--- config.mk ---
export PLATFORM = sky130hd
export DESIGN_NAME = dcr_top
export DESIGN_NICKNAME = d
export VERILOG_FILES = /design/src/include/dcr_pkg.sv /design/src/hdl/dcr_top.sv /design/src/hdl/dcr_clear_mem.sv /design/src/hdl/dcr_watchdog.sv
export SDC_FILE = /design/constraint.sdc
export NUM_CORES = 1
export LEC_CHECK = 0
export ABC_AREA = 1
export ABC_CLOCK_PERIOD_IN_PS = 7800
export BUFFER_PORTS_ARGS = -buffer_cell sky130_fd_sc_hd__buf_2
export CAP_MARGIN = 10
export CORE_MARGIN = 5
export CORE_UTILIZATION = 50
export CTS_BUF_LIST = sky130_fd_sc_hd__clkbuf_2
export DETAILED_ROUTE_END_ITERATION = 6
export PLACE_DENSITY_LB_ADDON = 0.1
export SLEW_MARGIN = 5
export SYNTH_ARGS = -nofsm -noshare
export SYNTH_HDL_FRONTEND = slang
export SYNTH_SLANG_ARGS = --single-unit
--- constraint.sdc ---
create_clock -name sys_clk -period 7.8 [get_ports sys_clk]
set_clock_uncertainty 0.2 [all_clocks]
set_input_delay 1.56 -clock sys_clk [delete_from_list [all_inputs] [get_ports sys_clk]]
set_output_delay 1.56 -clock sys_clk [all_outputs]
set_load 0.01 [all_outputs]
--- src/include/dcr_pkg.sv ---
package dcr_pkg;

    // Frame layout
    localparam int FRAME_BITS    = 24;
    localparam int RW_BIT        = 23;
    localparam int DEV_MSB       = 22;
    localparam int DEV_LSB       = 21;
    localparam int GRP_MSB       = 20;
    localparam int GRP_LSB       = 18;
    localparam int CH_MSB        = 17;
    localparam int CH_LSB        = 16;
    localparam int CSEL_MSB      = 15;
    localparam int CSEL_LSB      = 13;
    localparam int DATA_MSB      = 15;

    // Register group and control select codes
    localparam logic [2:0] GRP_CLEAR      = 3'h6;
    localparam logic [2:0] GRP_CTRL       = 3'h7;
    localparam logic [2:0] CSEL_SLEW      = 3'h0;
    localparam logic [2:0] CSEL_MAIN      = 3'h1;
    localparam logic [2:0] CSEL_CHAN      = 3'h2;
    localparam logic [2:0] CSEL_BOOSTCTL  = 3'h3;
    localparam logic [2:0] CSEL_SOFT      = 3'h4;

    // Main control field positions
    localparam int MC_ZERO_BIT   = 12;
    localparam int MC_ECHO_BIT   = 11;
    localparam int MC_WDEN_BIT   = 10;
    localparam int MC_WDPER_MSB  = 9;
    localparam int MC_WDPER_LSB  = 8;
    localparam int MC_ALLOUT_BIT = 5;
    localparam int MC_ALLBST_BIT = 4;

    // Channel configuration field positions
    localparam int CC_AMP_BIT    = 8;
    localparam int CC_CLRP_BIT   = 7;
    localparam int CC_OUT_BIT    = 6;
    localparam int CC_RSEL_BIT   = 5;
    localparam int CC_BOOST_BIT  = 4;
    localparam int CC_RANGE_MSB  = 2;
    localparam int CC_RANGE_LSB  = 0;

    // Watchdog timing
    localparam int CLK_KHZ       = 100_000;
    localparam int WD_T0_MS      = 5;
    localparam int WD_T1_MS      = 10;
    localparam int WD_T2_MS      = 100;
    localparam int WD_T3_MS      = 200;
    localparam int WD_CYC0       = WD_T0_MS * CLK_KHZ;
    localparam int WD_CYC1       = WD_T1_MS * CLK_KHZ;
    localparam int WD_CYC2       = WD_T2_MS * CLK_KHZ;
    localparam int WD_CYC3       = WD_T3_MS * CLK_KHZ;
    localparam int WD_CNT_W      = 25;

    typedef struct packed {
        logic       amp_power;
        logic       clear_participate;
        logic       output_on;
        logic       sense_resistor_select;
        logic       boost_power;
        logic [2:0] range_select;
    } dcr_chan_cfg_t;

    typedef struct packed {
        logic       status_echo_enable;
        logic       watchdog_enable;
        logic [1:0] watchdog_period;
        logic       all_outputs_on;
        logic       all_boost_on;
    } dcr_main_ctrl_t;

    // Reset values
    localparam dcr_chan_cfg_t  CHAN_CFG_RST   = 8'h00;
    localparam dcr_main_ctrl_t MAIN_CTRL_RST  = 6'h00;
    localparam logic [15:0]    CLEAR_CODE_RST = 16'h0000;

    typedef enum logic {
        CLR_IDLE,
        CLR_RUN
    } dcr_clr_state_t;

    typedef struct packed {
        logic [WD_CNT_W-1:0] cnt;
        logic                timeout;
    } dcr_wd_state_t;

    typedef struct packed {
        logic [3:0][15:0] word;
        logic [15:0]      rdata;
    } dcr_mem_state_t;

endpackage

--- src/hdl/dcr_top.sv ---
`timescale 1ns/10ps
// Summary of operation
// - Group 110 write loads channel clear value
// - Group 111 selects control registers by subfield
// - Control select decodes two of five register targets
// - Channel configuration written per addressed channel
// - Main control fields decoded, others ignored
// - Watchdog runs only when enabled, off at reset
// - Period code picks 5/10/100/200 ms
// - All-boost bit powers all four boosts
// - Channel configuration fields decoded, others ignored
// - Channel address ignored for global registers
// - Participating channels load clear value on clear
// - Output enable drives channel, off at reset
module dcr_top #(
    parameter int unsigned WD_CYC_0 = dcr_pkg::WD_CYC0,
    parameter int unsigned WD_CYC_1 = dcr_pkg::WD_CYC1,
    parameter int unsigned WD_CYC_2 = dcr_pkg::WD_CYC2,
    parameter int unsigned WD_CYC_3 = dcr_pkg::WD_CYC3
) (
    // Clock and reset
    input  wire logic                          sys_clk,
    input  wire logic                          rst,
    // Serial pins
    input  wire logic                          sclk,
    input  wire logic                          sync_n,
    input  wire logic                          sdin,
    // Device address straps and clear pin
    input  wire logic                          device_addr_hi,
    input  wire logic                          device_addr_lo,
    input  wire logic                          clear_in,
    // Register contents
    output dcr_pkg::dcr_main_ctrl_t            main_control,
    output dcr_pkg::dcr_chan_cfg_t [3:0]       channel_configuration,
    // Channel drive
    output logic                     [3:0]     output_drive,
    output logic                     [3:0]     boost_drive,
    // Clear load events
    output logic                               clear_load,
    output logic                     [1:0]     clear_chan,
    output logic                     [15:0]    clear_value,
    // Status
    output logic                               frame_accepted,
    output logic                               watchdog_alert
);
    typedef struct packed {
        logic                             sclk_s1;
        logic                             sclk_s2;
        logic                             sclk_s3;
        logic                             sync_n_s1;
        logic                             sync_n_s2;
        logic                             sync_n_s3;
        logic                             sdin_s1;
        logic                             sdin_s2;
        logic                             clr_s1;
        logic                             clr_s2;
        logic                             clr_s3;
        logic [1:0]                       dev_s1;
        logic [1:0]                       dev_s2;
        logic [23:0]                      shift;
        logic [4:0]                       bit_cnt;
        dcr_pkg::dcr_main_ctrl_t          main;
        dcr_pkg::dcr_chan_cfg_t [3:0]     cfg;
        logic [3:0]                       out_drive;
        logic [3:0]                       boost_drive;
        logic                             frame_acc;
        logic                             wd_alert;
        dcr_pkg::dcr_clr_state_t          clr_state;
        logic [2:0]                       clr_idx;
        logic                             clr_pend;
        logic [1:0]                       clr_pend_ch;
        logic                             clear_load;
        logic [1:0]                       clear_chan;
        logic [15:0]                      clear_value;
    } dcr_top_state_t;

    dcr_top_state_t               st_ff;
    dcr_top_state_t               nxt_st;
    logic                         sclk_fall;
    logic                         sync_rise;
    logic                         frame_ok;
    logic                         frame_foreign;
    logic                         clear_hit;
    logic                         ctrl_hit;
    logic                         main_hit;
    logic                         chan_hit;
    logic                         bad_sel;
    logic [1:0]                   hit_ch;
    logic                         clr_edge;
    logic                         pend_part;
    logic                         mem_we;
    logic [1:0]                   mem_waddr;
    logic [15:0]                  mem_wdata;
    logic                         mem_re;
    logic [1:0]                   mem_raddr;
    logic [15:0]                  mem_rdata;
    logic [dcr_pkg::WD_CNT_W-1:0] wd_limit;
    logic                         wd_timeout;

    function automatic logic [1:0] chan_of(input logic [23:0] f);
        chan_of = f[dcr_pkg::CH_MSB:dcr_pkg::CH_LSB];
    endfunction

    always_comb begin
        nxt_st = st_ff;
        // Pin synchronisers; data reads the second stage, edge detects also read the third
        nxt_st.sclk_s1   = sclk;
        nxt_st.sclk_s2   = st_ff.sclk_s1;
        nxt_st.sclk_s3   = st_ff.sclk_s2;
        nxt_st.sync_n_s1 = sync_n;
        nxt_st.sync_n_s2 = st_ff.sync_n_s1;
        nxt_st.sync_n_s3 = st_ff.sync_n_s2;
        nxt_st.sdin_s1   = sdin;
        nxt_st.sdin_s2   = st_ff.sdin_s1;
        nxt_st.clr_s1    = clear_in;
        nxt_st.clr_s2    = st_ff.clr_s1;
        nxt_st.clr_s3    = st_ff.clr_s2;
        nxt_st.dev_s1    = {device_addr_hi, device_addr_lo};
        nxt_st.dev_s2    = st_ff.dev_s1;
        sclk_fall = st_ff.sclk_s3 & ~st_ff.sclk_s2;
        sync_rise = ~st_ff.sync_n_s3 & st_ff.sync_n_s2;
        clr_edge  = st_ff.clr_s2 & ~st_ff.clr_s3;

        // Deserialiser, MSB first, sampled on falling serial clock
        if (st_ff.sync_n_s2) begin
            nxt_st.bit_cnt = 5'h00;
        end else if (sclk_fall) begin
            nxt_st.shift = {st_ff.shift[22:0], st_ff.sdin_s2};
            if (st_ff.bit_cnt != 5'(dcr_pkg::FRAME_BITS + 1)) begin
                nxt_st.bit_cnt = st_ff.bit_cnt + 5'h01;
            end
        end

        // Exact length write to own device address only
        frame_ok = sync_rise && st_ff.bit_cnt == 5'(dcr_pkg::FRAME_BITS)
                   && !st_ff.shift[dcr_pkg::RW_BIT]
                   && st_ff.shift[dcr_pkg::DEV_MSB:dcr_pkg::DEV_LSB] == st_ff.dev_s2;
        frame_foreign = sync_rise
                   && st_ff.shift[dcr_pkg::DEV_MSB:dcr_pkg::DEV_LSB] != st_ff.dev_s2;
        hit_ch    = chan_of(st_ff.shift);
        clear_hit = frame_ok && st_ff.shift[dcr_pkg::GRP_MSB:dcr_pkg::GRP_LSB]
                    == dcr_pkg::GRP_CLEAR;
        // Control group only on select 111
        ctrl_hit  = frame_ok && st_ff.shift[dcr_pkg::GRP_MSB:dcr_pkg::GRP_LSB]
                    == dcr_pkg::GRP_CTRL;
        // Control select decode; slew, dc-to-dc, software held elsewhere
        main_hit  = ctrl_hit && st_ff.shift[dcr_pkg::CSEL_MSB:dcr_pkg::CSEL_LSB]
                    == dcr_pkg::CSEL_MAIN && !st_ff.shift[dcr_pkg::MC_ZERO_BIT];
        chan_hit  = ctrl_hit && st_ff.shift[dcr_pkg::CSEL_MSB:dcr_pkg::CSEL_LSB]
                    == dcr_pkg::CSEL_CHAN;
        // Codes above software register are dropped
        bad_sel   = ctrl_hit && st_ff.shift[dcr_pkg::CSEL_MSB:dcr_pkg::CSEL_LSB]
                    > dcr_pkg::CSEL_SOFT;
        nxt_st.frame_acc = frame_ok;

        mem_we    = clear_hit;
        mem_waddr = hit_ch;
        mem_wdata = st_ff.shift[dcr_pkg::DATA_MSB:0];

        if (main_hit) begin
            nxt_st.main.status_echo_enable = st_ff.shift[dcr_pkg::MC_ECHO_BIT];
            nxt_st.main.watchdog_enable    = st_ff.shift[dcr_pkg::MC_WDEN_BIT];
            nxt_st.main.watchdog_period    =
                st_ff.shift[dcr_pkg::MC_WDPER_MSB:dcr_pkg::MC_WDPER_LSB];
            nxt_st.main.all_outputs_on     = st_ff.shift[dcr_pkg::MC_ALLOUT_BIT];
            nxt_st.main.all_boost_on       = st_ff.shift[dcr_pkg::MC_ALLBST_BIT];
        end

        if (chan_hit) begin
            nxt_st.cfg[hit_ch].amp_power             = st_ff.shift[dcr_pkg::CC_AMP_BIT];
            nxt_st.cfg[hit_ch].clear_participate     = st_ff.shift[dcr_pkg::CC_CLRP_BIT];
            nxt_st.cfg[hit_ch].output_on             = st_ff.shift[dcr_pkg::CC_OUT_BIT];
            nxt_st.cfg[hit_ch].sense_resistor_select = st_ff.shift[dcr_pkg::CC_RSEL_BIT];
            nxt_st.cfg[hit_ch].boost_power           = st_ff.shift[dcr_pkg::CC_BOOST_BIT];
            nxt_st.cfg[hit_ch].range_select          =
                st_ff.shift[dcr_pkg::CC_RANGE_MSB:dcr_pkg::CC_RANGE_LSB];
        end

        // Output drive; OR of both methods, host keeps to one
        for (int i = 0; i < 4; i++) begin
            nxt_st.out_drive[i]   = st_ff.cfg[i].output_on | st_ff.main.all_outputs_on;
            nxt_st.boost_drive[i] = st_ff.cfg[i].boost_power | st_ff.main.all_boost_on;
        end

        // Watchdog alert; a timeout in a kick cycle still sets
        if (wd_timeout) begin
            nxt_st.wd_alert = 1'b1;
        end else if (frame_ok) begin
            nxt_st.wd_alert = 1'b0;
        end

        // Clear walk over four channels; edges mid-walk are ignored
        mem_re    = 1'b0;
        mem_raddr = st_ff.clr_idx[1:0];
        case (st_ff.clr_state)
            dcr_pkg::CLR_IDLE: begin
                if (clr_edge) begin
                    nxt_st.clr_state = dcr_pkg::CLR_RUN;
                    nxt_st.clr_idx   = 3'h0;
                end
            end
            dcr_pkg::CLR_RUN: begin
                if (st_ff.clr_idx != 3'h4) begin
                    mem_re         = 1'b1;
                    nxt_st.clr_idx = st_ff.clr_idx + 3'h1;
                end else begin
                    nxt_st.clr_state = dcr_pkg::CLR_IDLE;
                end
            end
            default: begin
                nxt_st.clr_state = dcr_pkg::CLR_IDLE;
            end
        endcase
        nxt_st.clr_pend    = mem_re;
        nxt_st.clr_pend_ch = mem_raddr;
        pend_part          = st_ff.clr_pend && st_ff.cfg[st_ff.clr_pend_ch].clear_participate;
        nxt_st.clear_load  = pend_part;
        if (st_ff.clr_pend) begin
            nxt_st.clear_chan  = st_ff.clr_pend_ch;
            nxt_st.clear_value = mem_rdata;
        end

        case (st_ff.main.watchdog_period)
            2'h0:    wd_limit = dcr_pkg::WD_CNT_W'(WD_CYC_0);
            2'h1:    wd_limit = dcr_pkg::WD_CNT_W'(WD_CYC_1);
            2'h2:    wd_limit = dcr_pkg::WD_CNT_W'(WD_CYC_2);
            default: wd_limit = dcr_pkg::WD_CNT_W'(WD_CYC_3);
        endcase
    end

    always_ff @(posedge sys_clk) begin
        if (rst) begin
            st_ff           <= '0;
            st_ff.sync_n_s1 <= 1'b1;
            st_ff.sync_n_s2 <= 1'b1;
            st_ff.sync_n_s3 <= 1'b1;
            st_ff.main      <= dcr_pkg::MAIN_CTRL_RST;
            st_ff.cfg       <= {4{dcr_pkg::CHAN_CFG_RST}};
            st_ff.clr_state <= dcr_pkg::CLR_IDLE;
        end else begin
            st_ff <= nxt_st;
        end
    end

    dcr_clear_mem u_clear_mem (
        .sys_clk (sys_clk),
        .rst     (rst),
        .we      (mem_we),
        .waddr   (mem_waddr),
        .wdata   (mem_wdata),
        .re      (mem_re),
        .raddr   (mem_raddr),
        .rdata   (mem_rdata)
    );

    dcr_watchdog u_watchdog (
        .sys_clk (sys_clk),
        .rst     (rst),
        .enable  (st_ff.main.watchdog_enable),
        .kick    (frame_ok),
        .limit   (wd_limit),
        .timeout (wd_timeout)
    );

    assign main_control          = st_ff.main;
    assign channel_configuration = st_ff.cfg;
    assign output_drive          = st_ff.out_drive;
    assign boost_drive           = st_ff.boost_drive;
    assign clear_load            = st_ff.clear_load;
    assign clear_chan            = st_ff.clear_chan;
    assign clear_value           = st_ff.clear_value;
    assign frame_accepted        = st_ff.frame_acc;
    assign watchdog_alert        = st_ff.wd_alert;

    for (genvar g = 0; g < 4; g++) begin : g_chan_chk

    end
endmodule

--- src/hdl/dcr_clear_mem.sv ---
`timescale 1ns/10ps
module dcr_clear_mem (
    // Clock and reset
    input  wire logic        sys_clk,
    input  wire logic        rst,
    // Write port
    input  wire logic        we,
    input  wire logic [1:0]  waddr,
    input  wire logic [15:0] wdata,
    // Read port, data one cycle after re
    input  wire logic        re,
    input  wire logic [1:0]  raddr,
    output logic      [15:0] rdata
);
    dcr_pkg::dcr_mem_state_t st_ff;
    dcr_pkg::dcr_mem_state_t nxt_st;

    always_comb begin
        nxt_st = st_ff;
        // Read before write: same-address collision returns the old word
        if (re) begin
            nxt_st.rdata = st_ff.word[raddr];
        end
        if (we) begin
            nxt_st.word[waddr] = wdata;
        end
    end

    always_ff @(posedge sys_clk) begin
        if (rst) begin
            st_ff <= {{4{dcr_pkg::CLEAR_CODE_RST}}, 16'h0000};
        end else begin
            st_ff <= nxt_st;
        end
    end

    assign rdata = st_ff.rdata;
endmodule

--- src/hdl/dcr_watchdog.sv ---
`timescale 1ns/10ps
module dcr_watchdog (
    // Clock and reset
    input  wire logic                         sys_clk,
    input  wire logic                         rst,
    // Control
    input  wire logic                         enable,
    input  wire logic                         kick,
    input  wire logic [dcr_pkg::WD_CNT_W-1:0] limit,
    // Event
    output logic                              timeout
);
    dcr_pkg::dcr_wd_state_t st_ff;
    dcr_pkg::dcr_wd_state_t nxt_st;

    always_comb begin
        nxt_st = st_ff;
        nxt_st.timeout = 1'b0;
        if (!enable || kick) begin
            nxt_st.cnt = '0;
        // Timeout at selected period; >= covers a shortened period
        end else if (st_ff.cnt >= limit - 25'h1) begin
            nxt_st.cnt = '0;
            nxt_st.timeout = 1'b1;
        end else begin
            nxt_st.cnt = st_ff.cnt + 25'h1;
        end
    end

    always_ff @(posedge sys_clk) begin
        if (rst) begin
            st_ff <= '0;
        end else begin
            st_ff <= nxt_st;
        end
    end

    assign timeout = st_ff.timeout;
endmodule

Word level (Yosys, flattened, before mapping)
Cells that the tools add are included.
{ "totals": {"ram_bits": 0, "out_inout_bits": 67, "elab_cells": 155, "regBits": 224, "latch_bits": 0, "input_bits": 8, "rom_bits": 0, "memories": 0} }
{ "op_classes": {"reduce_logical": 22, "div": 0, "n_lt_le_gt_ge": 5, "n_addsub": 4, "mul": 0, "bitwise": 16, "shifts": 0, "n_eq_ne": 12, "muxes": 34} }
{ "op_table": {"columns": ["op", "count"], "rows": [
  ["32-bit bitwise mux", 6],
  ["8-bit demux with 2-bit select", 6],
  ["25-bit one-hot mux with 3 select lines", 1],
  ["64-bit bitwise mux", 1],
  ["16-bit binary-select mux with 2-bit select", 1],
  ["16-bit demux with 2-bit select", 1],
  ["16-bit two-way mux", 2],
  ["25-bit by 1-bit adder with 25-bit output (second input constant)", 1],
  ["25-bit >= comparator", 1],
  ["25-bit by 1-bit subtractor with 25-bit output (second input constant)", 1],
  ["8-bit binary-select mux with 2-bit select", 1],
  ["7-bit two-way mux", 2],
  ["1-bit logical AND", 10],
  ["2-bit by 3-bit less-than comparator with 1-bit output (second input constant)", 3],
  ["4-bit two-way mux", 2],
  ["8-bit two-way mux", 1],
  ["1-bit OR", 8],
  ["4-bit one-hot mux with 2 select lines", 1],
  ["3-bit == test (second input constant)", 2],
  ["3-bit two-way mux", 2],
  ["6-bit two-way mux", 1],
  ["2-bit AND reduction", 3],
  ["5-bit by 1-bit adder with 5-bit output (second input constant)", 1],
  ["5-bit == test (second input constant)", 1],
  ["other kinds (21)", 34]
]} }

Longest topological paths before layout
{ "logic_depth": {"depth_word": 10, "ltp_mapped": 16} }

Cells and area by module
Synthesis repeated with hierarchy kept, for this count alone.
{ "unflattened": {"hier_cells": 1534, "area_unflattened_um2": 11118.2} }
{ "modules_own_cells": {"columns": ["mod", "n_inst", "seq_area_each_um2", "cells_per_inst", "area_each_um2"], "rows": [
  ["dcr_top", 1, 2362.3, 662, 5082.4],
  ["dcr_clear_mem", 1, 1601.5, 475, 3408.3],
  ["dcr_watchdog", 1, 520.5, 397, 2627.5]
]} }

Least setup slack after synthesis
No wires, ideal clock.
{ "synth_path": {"path_kind": "input to register", "start": "input port rst", "end": "register st_ff[100] (netlist bit)", "required_ns": 7.530, "path_stages": 6, "n_path_buf": 3, "arrival_time_ns": 2.512, "path_slack_ns": 5.018, "setup_ns": 0.070, "path_cell_list": "clkbuf_1 inv_1 clkbuf_1 clkbuf_1 o21ai_0 a21oi_1"} }
{ "synth_rtl": {"columns": ["item", "line", "source"], "rows": [
  ["start: declaration", "dcr_top.sv:23", "input wire logic rst,"],
  ["end signal: assignment", "dcr_top.sv:241", "st_ff <= nxt_st;"],
  ["end: declaration", "dcr_top.sv:77", "dcr_top_state_t st_ff;"]
]} }

Worst setup path after layout
{ "layout_path": {"start": "register st_ff, in the netlist main_control[2]", "end": "output port main_control[2] (netlist bit)"} }
{ "layout_rtl": {"columns": ["item", "line", "source"], "rows": [
  ["end: declaration", "dcr_top.sv:33", "output dcr_pkg::dcr_main_ctrl_t main_control,"]
]} }
No word-level cell between the ends.

==> run summary <==
Result of the run = completed
Number of clock sinks seen by CTS = 224
Overall fraction of global-route tracks in use = 20.7%
Worst min-delay path category = reg2reg
Netlist area before placement = 10,300 sq um
Series of cell instances along the critical path = buf_2
Initial Util = 50.8%
Hold buffer count at cts = 0
Wire length per cell after detailed routing = 14.7 um
Hold Startpoint = nxt_st[103]$_SDFF_PP0_
Die X-Extent = 153 um
Detailed-route wire length = 24,800 um
Total chip power = 2.01 mW
Root buffer selected by CTS = sky130_fd_sc_hd__clkbuf_2
Final-layout worst hold slack = 0.216 ns
Sequential fraction of the synthesis area = 43.6%
Synth warn = 0
Required arrival time at the worst endpoint = 6.04 ns
Clock edge transition at the registers on the reported setup and hold paths = 0.08 ns
Clock latency on the worst-skew pair = 0.84 ns
Top achievable clock speed = 0.305 GHz
Detailed Place HPWL = 15,900 um
Synthesized instance count = 1,374
Kind of end point of the critical path = primary output
DIE AREA = 23,500 sq um
Origin of the critical flop-to-flop path = st_ff[75]$_SDFFE_PP0P_
Worst setup SP type = flip-flop
Wire length of the first global-routing pass = 40,500 um
Register-to-register setup slack = 4.63 ns
Reg2reg end = u_clear_mem.st_ff[16]$_SDFFE_PP0P_
Cell types occupying the most area after synthesis = sky130_fd_sc_hd__dfxtp_1, sky130_fd_sc_hd__nand2_1, sky130_fd_sc_hd__nor2_1, sky130_fd_sc_hd__a21oi_1, sky130_fd_sc_hd__buf_4
Net count after synthesis = 1,416
Rel. slew slack = 22.5%
Synth Area per Inst = 7.49 sq um
Buffer and inverter count on the worst path = 1
Leakage power figure = 4.56 nW
Register-to-Register Path Depth = 9
Pre-CTS WS = 4.38 ns
Final layout net count = 1,426
RSZ-0062 raised after global routing = no
Max-Cap Viols = 0
Critical path depth in cells = 1
CTS HTree Levels = 2
Routability congestion estimate from global placement = 0.869
Area growth from synthesis to layout = 4.33%
Setup TNS Final = 0 ns
Maximum resistive drop on vdd = 0.122 mV
Pin count of the biggest net entering global routing = 91
Max stage delay cell, worst path = sky130_fd_sc_hd__dfxtp_1
Final max-slew violation count = 0
Mean number of vias per cell = 5.08
Detailed-routing iteration count for the pre-antenna-repair pass = 5
Count of state elements after synthesis = 224
Tcrit/Tclk final = 42.0%
Post-CTS Resized = 0
Number of instances in the placed design = 1,595
Number of port buffers = 74
Buffer depth of the longest clock path = 3
Inserted Clock Buffers = 57
Power per unit of standard cell area = 188 nW/um^2
Layout cells sized above 1 = 13.7%
Area of the core region = 20,200 sq um
Hold path depth = 2
Cell taking the most area after synthesis = sky130_fd_sc_hd__dfxtp_1
Time the final worst path needs with I/O delays and setup = 3.28 ns
Kind of cell with the highest combined delay on the critical path = flip-flops
Worst-path maximum fanout = 8
Detailed router's first-iteration violation count = 601
Via count = 8,602
Global route overflow = 0
Share of async-settable or async-resettable flops after synthesis = 0%
Delay of the slowest cell on the worst path = 0.51 ns
Most used flip-flop cell after synthesis = sky130_fd_sc_hd__dfxtp_1
Number of global-route vias before repair = 7,862
Top-area cell type share of the netlist area = 43.6%
Number of post-CTS setup repair buffers = 0
Number of library cell types mapped by synthesis = 39
Io pins = 75
Die height = 153 um
Number of flops mapped to enable cells by yosys = 0
WP data arrival = 1.52 ns
FP Rows = 52
Least-Margin Pin Slew = 1.16 ns
Worst-case hold path end point = st_ff[103]$_SDFF_PP0_
Post-route insts no fill = 1,692
Number of antenna-violating nets in the routed design = 0
Antenna violations before repair = 1
Number of remaining DRC errors = 0
Crit Path Category = reg2out
Hold Vio Cnt, Final = 0
Clock tree from TritonCTS = done
Crit path setup slack, layout = 4.52 ns
Setup violators final = 0
==> synthesized netlist by cell type, types with 2 or more instances <==
cell type                    n
sky130_fd_sc_hd__ha_1       34
sky130_fd_sc_hd__inv_1     126
sky130_fd_sc_hd__nand3_1    87
sky130_fd_sc_hd__nor2_4      5
sky130_fd_sc_hd__nor3_4      3
sky130_fd_sc_hd__xor2_1     13
sky130_fd_sc_hd__nor2_2      4
sky130_fd_sc_hd__nor2_1    207
sky130_fd_sc_hd__buf_4      66
sky130_fd_sc_hd__nor3_1      8
sky130_fd_sc_hd__nand2_1   208
sky130_fd_sc_hd__nor4_1      2
sky130_fd_sc_hd__xnor2_1     6
sky130_fd_sc_hd__or2_2       2
sky130_fd_sc_hd__a21oi_1   140
sky130_fd_sc_hd__a21boi_0    2
sky130_fd_sc_hd__nand4_1    39
sky130_fd_sc_hd__buf_8       6
sky130_fd_sc_hd__buf_1       5
sky130_fd_sc_hd__dfxtp_1   224
sky130_fd_sc_hd__clkbuf_1   46
sky130_fd_sc_hd__buf_2      11
sky130_fd_sc_hd__o21ai_0    96
sky130_fd_sc_hd__nand3b_1    3
sky130_fd_sc_hd__o22ai_1    17
==> registers in the layout, indices dropped and copies added, names as in the netlist, 6 cells and up <==
name	cells
u_watchdog.st_ff	25
channel_configuration	32
main_control	6
u_clear_mem.st_ff	64
nxt_st	9
st_ff	22
mem_wdata	16
clear_value	16
u_clear_mem.rdata	16
==> cell usage in the layout (no fill, tap or decap), types with 3 or more instances in the layout <==
cell                       instances
sky130_fd_sc_hd__o22ai_1          17
sky130_fd_sc_hd__buf_4            13
sky130_fd_sc_hd__nand3_1          87
sky130_fd_sc_hd__a21oi_1         140
sky130_fd_sc_hd__nor2_4            5
sky130_fd_sc_hd__nor3_4            3
sky130_fd_sc_hd__clkinv_1          9
sky130_fd_sc_hd__nor2_1          207
sky130_fd_sc_hd__o21ai_0          96
sky130_fd_sc_hd__inv_1           125
sky130_fd_sc_hd__nand2_1         208
sky130_fd_sc_hd__xnor2_1           6
sky130_fd_sc_hd__buf_2            73
sky130_fd_sc_hd__ha_1             34
sky130_fd_sc_hd__nand4_1          39
sky130_fd_sc_hd__clkinv_2          3
sky130_fd_sc_hd__clkbuf_2         81
sky130_fd_sc_hd__nor3_1            8
sky130_fd_sc_hd__dfxtp_1         224
sky130_fd_sc_hd__nor2_2            4
sky130_fd_sc_hd__nand3b_1          3
sky130_fd_sc_hd__xor2_1           13
==> worst max path at each step <==
stage,startpoint,end,slack [ns]
final,main_control[2]$_SDFFE_PP0P_,main_control[2],4.52
after global routing,st_ff[74]$_SDFFE_PP0P_,u_clear_mem.st_ff[70]$_SDFFE_PP0P_,4.28
after CTS,main_control[2]$_SDFFE_PP0P_,main_control[2],4.42
after detailed placement,rst,mem_raddr[0]$_SDFFE_PP0P_,4.38
after global placement,rst,mem_raddr[0]$_SDFFE_PP0P_,4.38
after floorplan,rst,st_ff[100]$_SDFFE_PP0P_,5.02
==> power breakdown <==
part	switching (mW)	internal, mW
clock	0.459	0.309
sequential	0.00705	1.16
combinational	0.0569	0.0240
total	0.523	1.49
==> logic make-up (layout without fill, tap and decap cells) <==
kind of cell | after synthesis | in the layout | synth area share [%]
AO/OA/AOI/OAI | 258 | 258 | 12.9
XOR/XNOR | 19 | 19 | 1.62
adder cells (fa/ha/maj) | 34 | 34 | 4.14
buffers and inverters | 262 | 308 | 12.9
flip-flops | 224 | 224 | 43.6
other | 0 | 2 | 0
AND/OR/NAND/NOR | 577 | 577 | 24.9
==> metal layers <==
layer | share of wire, % | GRT usage, %
met3 | 4.4 | 3.68
met1 | 47 | 27.6
met5 | 0 | 0
met4 | 1.6 | 5.97
met2 | 47 | 34.5
==> area by class of cell <==
cell class | instances | area, sq um
fill | 2101 | 9500
clock inverter | 14 | 86.3
sequential | 224 | 4480
inverter | 127 | 477
timing repair buffer | 86 | 463
tap | 270 | 338
clock buffer | 81 | 405
multi-input combinational | 888 | 4470
antenna | 2 | 5.00
==> worst min-delay path, stage by stage (launching register included) <==
cell	delay, ns
sky130_fd_sc_hd__dfxtp_1	0.31
sky130_fd_sc_hd__inv_1	0.04
sky130_fd_sc_hd__nor2_1	0.03
==> metrics by stage <==
| step | utilization (%) | instance area, sq um |
|---|---|---|
| after global routing | 53.0 | 10700 |
| after detailed placement | 50.6 | 10200 |
| after global placement | 50.6 | 10200 |
| final | 53.0 | 10700 |
| after floorplan | - | 10300 |
| after CTS | 53.0 | 10700 |
Note: power is estimated with default switching activity, not from simulation.
